<file path="config.mk">
export PLATFORM = sky130hd
export DESIGN_NAME = usb_host_irq_frame_regs
export DESIGN_NICKNAME = d
export VERILOG_FILES = /design/src/include/irq_fm_pkg.sv /design/src/rtl/irq_mask_unit.sv /design/src/rtl/frame_spacing_reg.sv /design/src/rtl/usb_host_irq_frame_regs.sv
export SDC_FILE = /design/constraint.sdc
export NUM_CORES = 1
export LEC_CHECK = 0
export ABC_AREA = 1
export BUFFER_PORTS_ARGS = -buffer_cell sky130_fd_sc_hd__buf_2
export CORE_ASPECT_RATIO = 0.8
export CORE_MARGIN = 3
export CORE_UTILIZATION = 32
export DETAILED_ROUTE_END_ITERATION = 7
export GPL_TIMING_DRIVEN = 1
export PLACE_DENSITY = 0.53
export SKIP_CTS_REPAIR_TIMING = 1
export SYNTH_ARGS = -nofsm -noshare
export SYNTH_HDL_FRONTEND = slang
export SYNTH_HIERARCHICAL = 1
export SYNTH_SLANG_ARGS = --single-unit
</file>
<file path="constraint.sdc">
create_clock -name sys_clk -period 0.9 [get_ports sys_clk]
set_input_delay 0.135 -clock sys_clk [delete_from_list [all_inputs] [get_ports sys_clk]]
set_output_delay 0.135 -clock sys_clk [all_outputs]
set_load 0.05 [all_outputs]
</file>
<file path="src/include/irq_fm_pkg.sv">
package irq_fm_pkg;

   localparam logic [7:0] CMD_MASK_SET_RD = 8'h04;
   localparam logic [7:0] CMD_MASK_SET_WR = 8'h84;
   localparam logic [7:0] CMD_MASK_CLR_RD = 8'h05;
   localparam logic [7:0] CMD_MASK_CLR_WR = 8'h85;
   localparam logic [7:0] CMD_SPACING_RD = 8'h0D;
   localparam logic [7:0] CMD_SPACING_WR = 8'h8D;
   localparam logic [7:0] CMD_FLAGS_RD = 8'h03;
   localparam logic [7:0] CMD_FLAGS_WR = 8'h83;

   localparam logic [31:0] MASK_BITS = 32'h8000_007D;
   localparam logic [31:0] FLAG_BITS = 32'h0000_007D;
   localparam logic [31:0] SPACING_BITS = 32'hFFFF_3FFF;
   localparam int MIE_POS = 31;
   localparam int TOGGLE_POS = 31;
   localparam int BUDGET_LSB = 16;
   localparam int BUDGET_W = 15;
   localparam int SPACING_W = 14;
   localparam logic [13:0] SPACING_NOMINAL = 14'h2EDF;
   localparam logic [31:0] MASK_RESET = 32'h0000_0000;
   localparam logic [31:0] SPACING_RESET = {18'h0_0000, SPACING_NOMINAL};

   typedef struct packed {
      logic toggle;
      logic [14:0] budget;
      logic [13:0] spacing;
   } frame_cfg_t;

   typedef struct packed {
      logic [7:0] addr;
      logic [31:0] wdata;
      logic wr;
      logic rd;
   } bus_req_t;

endpackage

</file>
<file path="src/rtl/irq_mask_unit.sv">
`timescale 1ns/1ps
`default_nettype none
module irq_mask_unit (
   input wire logic sys_clk,
   input wire logic arst_n,
   input wire logic clk_en,
   input wire logic soft_rst,
   input wire logic set_we,
   input wire logic clr_we,
   input wire logic [31:0] wdata,
   input wire logic [31:0] flags,
   output logic [31:0] mask_q,
   output logic irq
);
   logic [31:0] mask_d;

   always_comb begin
      mask_d = mask_q;
      if (set_we) begin
         mask_d = mask_q | (wdata & irq_fm_pkg::MASK_BITS);
      end
      if (clr_we) begin
         mask_d = mask_q & ~(wdata & irq_fm_pkg::MASK_BITS);
      end
   end

   // Master enable starts cleared on either reset
   always_ff @(posedge sys_clk or negedge arst_n) begin
      if (!arst_n) begin
         mask_q <= irq_fm_pkg::MASK_RESET;
      end else if (clk_en) begin
         if (soft_rst) begin
            mask_q <= irq_fm_pkg::MASK_RESET;
         end else begin
            mask_q <= mask_d;
         end
      end
   end

   assign irq = mask_q[irq_fm_pkg::MIE_POS] &
                (|(flags & mask_q & irq_fm_pkg::FLAG_BITS));
endmodule
`default_nettype wire

</file>
<file path="src/rtl/frame_spacing_reg.sv">
`timescale 1ns/1ps
`default_nettype none
module frame_spacing_reg (
   input wire logic sys_clk,
   input wire logic arst_n,
   input wire logic clk_en,
   input wire logic soft_rst,
   input wire logic we,
   input wire logic [31:0] wdata,
   output irq_fm_pkg::frame_cfg_t cfg_q
);
   always_ff @(posedge sys_clk or negedge arst_n) begin
      if (!arst_n) begin
         cfg_q.toggle <= 1'b0;
         cfg_q.budget <= 15'h0000;
         cfg_q.spacing <= irq_fm_pkg::SPACING_NOMINAL;
      end else if (clk_en) begin
         if (soft_rst) begin
            // Only the spacing is restored; budget and toggle stay
            cfg_q.spacing <= irq_fm_pkg::SPACING_NOMINAL;
         end else if (we) begin
            cfg_q.toggle <= wdata[irq_fm_pkg::TOGGLE_POS];
            cfg_q.budget <= wdata[irq_fm_pkg::BUDGET_LSB +: irq_fm_pkg::BUDGET_W];
            cfg_q.spacing <= wdata[irq_fm_pkg::SPACING_W-1:0];
         end
      end
   end
endmodule
`default_nettype wire

</file>
<file path="src/rtl/usb_host_irq_frame_regs.sv">
// How it works
// Writing one to a disable bit clears that interrupt mask bit.
// Disable bits written zero leave the mask unchanged.
// Reading the disable register returns the current interrupt mask.
// Disable register read with code 05h, written with code 85h.
// Bit 31 one turns off master interrupt; zero does nothing.
// Master interrupt is disabled after hardware or software reset.
// Bits 6, 5, 4 mask hub change, frame overflow, fatal error.
// Bits 3, 2, 0 mask resume, frame start, overrun; bit 1 reserved.
// Frame spacing bits 13:0 hold bit times between frame starts.
// Bits 30:16 hold the largest packet budget, reset zero.
// Driver may rewrite spacing every frame; new value used later.
// Frame spacing read with code 0Dh, written with code 8Dh.
// Driver flips bit 31 toggle whenever it loads new spacing.
// Controller soft reset restores spacing to 11999 bit times.
// Interrupt only when flag set, its mask set and master set.
// Reserved bits read zero and ignore writes.
`timescale 1ns/1ps
`default_nettype none
module usb_host_irq_frame_regs (
   input wire logic sys_clk,
   input wire logic arst_n,
   input wire logic clk_en,
   input wire logic controller_soft_reset,
   input wire logic [7:0] addr,
   input wire logic [31:0] wdata,
   input wire logic wr,
   input wire logic rd,
   output logic [31:0] rdata,
   input wire logic [6:0] event_pulse,
   output logic irq,
   output logic [13:0] frame_spacing_bits,
   output logic [14:0] largest_packet_budget,
   output logic interval_toggle
);
   irq_fm_pkg::bus_req_t req;
   irq_fm_pkg::frame_cfg_t cfg;
   logic [31:0] mask;
   logic [31:0] flags_q;
   logic [31:0] flags_d;
   logic [31:0] rdata_q;
   logic [31:0] rdata_d;
   logic mask_set_we;
   logic mask_clr_we;
   logic spacing_we;
   logic flags_clr_we;

   function automatic logic hit(input logic [7:0] a, input logic [7:0] code);
      hit = (a == code);
   endfunction

   assign req = '{addr: addr, wdata: wdata, wr: wr, rd: rd};

   assign mask_set_we = req.wr && hit(req.addr, irq_fm_pkg::CMD_MASK_SET_WR);
   assign mask_clr_we = req.wr && hit(req.addr, irq_fm_pkg::CMD_MASK_CLR_WR);
   assign spacing_we = req.wr && hit(req.addr, irq_fm_pkg::CMD_SPACING_WR);
   assign flags_clr_we = req.wr && hit(req.addr, irq_fm_pkg::CMD_FLAGS_WR);

   irq_mask_unit u_mask (
      .sys_clk(sys_clk),
      .arst_n(arst_n),
      .clk_en(clk_en),
      .soft_rst(controller_soft_reset),
      .set_we(mask_set_we),
      .clr_we(mask_clr_we),
      .wdata(req.wdata),
      .flags(flags_q),
      .mask_q(mask),
      .irq(irq)
   );

   frame_spacing_reg u_spacing (
      .sys_clk(sys_clk),
      .arst_n(arst_n),
      .clk_en(clk_en),
      .soft_rst(controller_soft_reset),
      .we(spacing_we),
      .wdata(req.wdata),
      .cfg_q(cfg)
   );

   // Set beats write-one-to-clear so a coincident event survives
   always_comb begin
      flags_d = flags_q;
      if (flags_clr_we) begin
         flags_d = flags_d & ~(req.wdata & irq_fm_pkg::FLAG_BITS);
      end
      flags_d = flags_d | ({25'h000_0000, event_pulse} & irq_fm_pkg::FLAG_BITS);
   end

   always_ff @(posedge sys_clk or negedge arst_n) begin
      if (!arst_n) begin
         flags_q <= 32'h0000_0000;
      end else if (clk_en) begin
         if (controller_soft_reset) begin
            flags_q <= 32'h0000_0000;
         end else begin
            flags_q <= flags_d;
         end
      end
   end

   always_comb begin
      rdata_d = 32'h0000_0000;
      if (req.rd) begin
         case (req.addr)
            irq_fm_pkg::CMD_MASK_SET_RD: rdata_d = mask;
            irq_fm_pkg::CMD_MASK_CLR_RD: rdata_d = mask;
            irq_fm_pkg::CMD_SPACING_RD: rdata_d = {cfg.toggle, cfg.budget, 2'b00, cfg.spacing} &
                                                  irq_fm_pkg::SPACING_BITS;
            irq_fm_pkg::CMD_FLAGS_RD: rdata_d = flags_q;
            default: rdata_d = 32'h0000_0000;
         endcase
      end
   end

   always_ff @(posedge sys_clk or negedge arst_n) begin
      if (!arst_n) begin
         rdata_q <= 32'h0000_0000;
      end else if (clk_en) begin
         rdata_q <= rdata_d;
      end
   end

   assign rdata = rdata_q;
   assign frame_spacing_bits = cfg.spacing;
   assign largest_packet_budget = cfg.budget;
   assign interval_toggle = cfg.toggle;
endmodule
`default_nettype wire

</file>
Word-level counts from Yosys, hierarchy flattened

Cells that the tools add are included.
Widths: inputs -> output; s select.

Input bits: 53
Output and inout port bits: 63
Register bits: 126

Bitwise logic cells: 9
Multiplexer cells: 9
Equal/unequal tests: 8
Reduce and logical (&&, ||, !) cells: 11

Operators with widths:

| operator           | number |
|---|---|
| $mux 32            | 6 |
| $pmux 32 s3        | 1 |
| $and 32x32->32     | 2 |
| $eq 8x8->1 const B | 4 |
| $not 32->32        | 1 |
| $not 7->32         | 1 |
| $or 32x32->32      | 1 |
| $or 32x7->32       | 1 |
| $mux 14            | 2 |
| $eq 8x3->1 const B | 2 |
| $eq 8x2->1 const B | 1 |
| $eq 8x4->1 const B | 1 |
| $and 7x7->7        | 1 |
| $reduce_or 6->1    | 1 |
| $logic_and 1x1->1  | 4 |
| $reduce_and 2->1   | 2 |
| $reduce_and 3->1   | 1 |
| $reduce_bool 3->1  | 1 |
| $reduce_bool 2->1  | 1 |
| $reduce_or 2->1    | 1 |
| $and 1x1->1        | 1 |
| $not 1->1          | 1 |

Longest topological paths before layout

Depth after elaboration: 5
Gate-level depth with buffers: 11

By module

Netlist, hierarchy kept.

Modules (own cells, without submodules):

| module                  | times used | sequential area each (µm²) | cells an instance | area an instance (µm²) |
|---|---|---|---|---|
| usb_host_irq_frame_regs | 1          | 950.9                      | 325               | 2384.8 |
| frame_spacing_reg       | 1          | 764.5                      | 136               | 1263.7 |
| irq_mask_unit           | 1          | 175.2                      | 95                | 658.1 |

Least setup slack after synthesis

Ideal clock, no wire load.

Kind: input to register
From: input addr[4]
To: register u_mask.mask_q[0]
Setup time: 0.116 ns
Data required time: 0.784 ns
Data arrival time: 1.445 ns
Path slack: -0.661 ns
Stages on the path: 10
Cells stage by stage: inv_2 nand2_4 nor2_2 inv_1 nor4_1 nor2_8 nand2_1 nand2_2 nand2_1 nand2_1

Cells in the longest elaborated chain, start to end: 4

RTL lines:

| element                     | RTL line                      | source |
|---|---|---|
| start, declared             | usb_host_irq_frame_regs.sv:25 | `input wire logic [7:0] addr,` |
| $eq 8x8->1                  | usb_host_irq_frame_regs.sv:49 | `hit = (a == code);` |
| $logic_and 1x1->1           | usb_host_irq_frame_regs.sv:54 | `assign mask_set_we = req.wr && hit(req.addr, irq_fm_pkg::CMD_MASK_SET_WR);` |
| via mask_set_we             | usb_host_irq_frame_regs.sv:43 | `logic mask_set_we;` |
| $reduce_bool 3->1 (no line) | --                            |  |
| $reduce_and 2->1 (no line)  | --                            |  |
| end signal, assigned        | irq_mask_unit.sv:30           | `mask_q <= irq_fm_pkg::MASK_RESET;` |
| end signal, assigned        | irq_mask_unit.sv:33           | `mask_q <= irq_fm_pkg::MASK_RESET;` |
| end signal, assigned        | irq_mask_unit.sv:35           | `mask_q <= mask_d;` |
| end, declared               | irq_mask_unit.sv:12           | `output logic [31:0] mask_q,` |

The timed path passes the listed nets, and every way through them passes these cells.
A chain may end at the register's enable or synchronous reset.

Worst setup path in the final report

From: register u_mask.mask_q[3]
To: output irq

Cells in the longest elaborated chain, start to end: 3

RTL lines:

| element         | RTL line                      | source |
|---|---|---|
| $and 7x7->7     | irq_mask_unit.sv:41           | `(\|(flags & mask_q & irq_fm_pkg::FLAG_BITS));` |
| $reduce_or 6->1 | irq_mask_unit.sv:41           |  |
| $and 1x1->1     | irq_mask_unit.sv:40           | `assign irq = mask_q[irq_fm_pkg::MIE_POS] &` |
| end, declared   | usb_host_irq_frame_regs.sv:31 | `output logic irq,` |

No other way between the ends.

==> flow_summary_export.csv <==
group,metric,value,unit
detailed_routing,wl,15.0,mm
cells_and_area,stdcell_count,941,
detailed_routing,dr.pass1.iters,5,
clock_tree,clock-sinks,75,
yosys,syn_inst,555,
detailed_routing,drc,0,
placement,io_buffer_count,112,
detailed_routing,via_per_inst,4.77,
global_route,grt.total_usage,0.175,
flow_run,maxCapViolCount,0,
sta,period_share,1.52,
clock_tree,root_buffer,"clkbuf_16",
sta,period_needed,1.36,ns
sta,max_freq,733,MHz
clock_tree,cts_buffer_depth,2,
floorplan,coreArea,13000,sq um
clock_tree,clk_pin_slew_worst_paths,0.06,ns
global_route,grt_max_degree,41,
pwr,swShare,0.258,
pwr,peakVddDrop,0.924,mV
critical_path,startpoint,"u_mask/mask_q[3]$_DFFE_PN0P_",
critical_path,critPathLaunchType,"flip-flop",
global_route,grt_pass1_vias,3866,
placement,dp.cells,853,
pwr,clkPwrFrac,0.464,
sta,skew,0.00865,ns
yosys,ys_warn_count,6,
critical_path,end_kind,"primary output",
detailed_routing,ant_nets,0,
yosys,syn_area_per_cell,7.75,sq um
cells_and_area,area_growth,75.1,%
pwr,pwr-share-seq,0.390,
critical_path,required,0.76,ns
sta,setup_viol,120,
sta,relSlewSlack,0.503,
hold_path,min_path_type,"in2reg",
pwr,p_total,9.05,mW
sta,rsz0062_at_grt,"true",
sta,final-max-slew-violation-count,0,
floorplan,die_h,110,microns
floorplan,die_w,136,microns
pwr,p_switching,2.33,mW
cells_and_area,diodes,0,
pwr,p_leak,3.75,nW
cells_and_area,final_nets,814,
floorplan,floorplan.initialDensity,0.331,
floorplan,dieArea,14900,sq um
run_status,violations,"negative setup slack",
sta,finalHoldViolCount,0,
hold_path,worst_hold_startpoint,"wdata[7]",
clock_tree,h-tree-depth,3,
clock_tree,insertion_delay,0.34,ns
critical_path,worstSetupPathType,"reg2out",
detailed_routing,vias,4490,
global_route,grt_pass1_wl,20.3,mm
detailed_routing,wl_per_cell,15.9,microns
floorplan,row_count,37,
global_route,antenna_found_initial,0,
placement,place_congestion,0.845,
pwr,power_density,1200,nW/um^2
global_route,overflow,0,
clock_tree,cts_tree,"yes",
detailed_routing,drt_first_iter_violations,325,
pwr,combPwrFrac,0.147,
critical_path,cp_data_arrival_time,1.23,ns
sta,tightestPinTransition,0.745,ns
floorplan,ios,116,
cells_and_area,fin_util,0.579,
sta,layout_setup_ws,-0.464,ns
critical_path,reg2reg_from,"u_spacing/cfg_q[2]$_DFFE_PN1P_",
pwr,p_int,6.72,mW
critical_path,worstPathMaxFanout,2,
placement,hpwl,9.29,mm
clock_tree,cts_made_buffers,9,
yosys,syn_area,4300,sq um
cells_and_area,drive_gt1_frac,0.539,
run_status,status,"finished, violations left",
==> final timing paths <==
kind / depth (start not counted) / to / slack [ns]
worst max-delay path: 5 / irq / -0.46
worst min-delay path: 3 / u_spacing/cfg_q[7]$_DFFE_PN1P_ / 0.04
worst max register to register: 5 / rdata[2]$_DFFE_PN0P_ / -0.17
worst min register to register: 2 / rdata[30]$_DFFE_PN0P_ / 0.50
max in group asynchronous: 3 / u_spacing/cfg_q[11]$_DFFE_PN1P_ / 0.16
min in group asynchronous: 2 / u_mask/mask_q[0]$_DFFE_PN0P_ / 0.22
==> registers in the layout, summed over array words and instances (netlist names) <==
signal and cells:
flags_q 6, u_spacing/cfg_q 30, u_mask/mask_q 7, rdata 32
==> cells in the final DEF (no fill, tap or decap), types with 5 or more instances in the layout <==
cell type,count
nor2_4,5
buf_4,66
nand2_4,11
buf_8,17
dfrtp_2,19
nor2_1,8
dfrtp_1,45
nand2_1,165
clkbuf_16,17
buf_6,79
nand3_4,5
conb_1,25
buf_12,18
dfstp_2,11
inv_1,13
nand2_2,33
o21ai_0,6
nand3_2,64
nand3_1,68
buf_2,46
nand4_1,19
==> stage by stage <==
stage / setup slack (ns) / hold WS [ns] / TNS, ns / cell area [sq um]
2_1_floorplan: -0.334 / -0.161 / -12.45 / 4580
3_3_place_gp: -0.516 / 0.00469 / -29.78 / 5440
3_5_place_dp: -0.547 / 0.00910 / -31.00 / 5440
4_1_cts: -0.591 / -0.353 / -22.56 / 5780
5_1_grt: -0.528 / 0.0323 / -20.65 / 7530
6_report: -0.464 / 0.0412 / -15.70 / 7530
==> final cells by class <==
class,instances,area [sq um]
Clock buffer,9,225
Clock inverter,7,116
Fill cell,1128,5480
Inverter,19,98.8
Multi-Input combinational cell,421,2520
Sequential cell,75,1910
Tap cell,175,219
Timing Repair Buffer,235,2440
==> critical path: stages (launching register included) <==
cell	delay (ns)
dfrtp_1	0.40
nand2_1	0.08
nand2_2	0.08
nor2_4	0.13
a21oi_4	0.06
buf_6	0.15
==> power groups by stage <==
stage | sequential, mW | combinational (mW) | clock (mW)
floorplan | 3.65 | 0.550 | 0
global placement | 3.58 | 1.08 | 0
detailed placement | 3.58 | 1.09 | 0
CTS | 3.52 | 1.10 | 4.26
global route | 3.53 | 1.45 | 4.43
finish | 3.53 | 1.33 | 4.20
==> routing by layer <==
metal	track usage	part of all wire
met1	0.247	0.46
met2	0.270	0.47
met3	0.0407	0.052
met4	0.0518	0.017
met5	0	0
(Power assumes the default switching activity.)
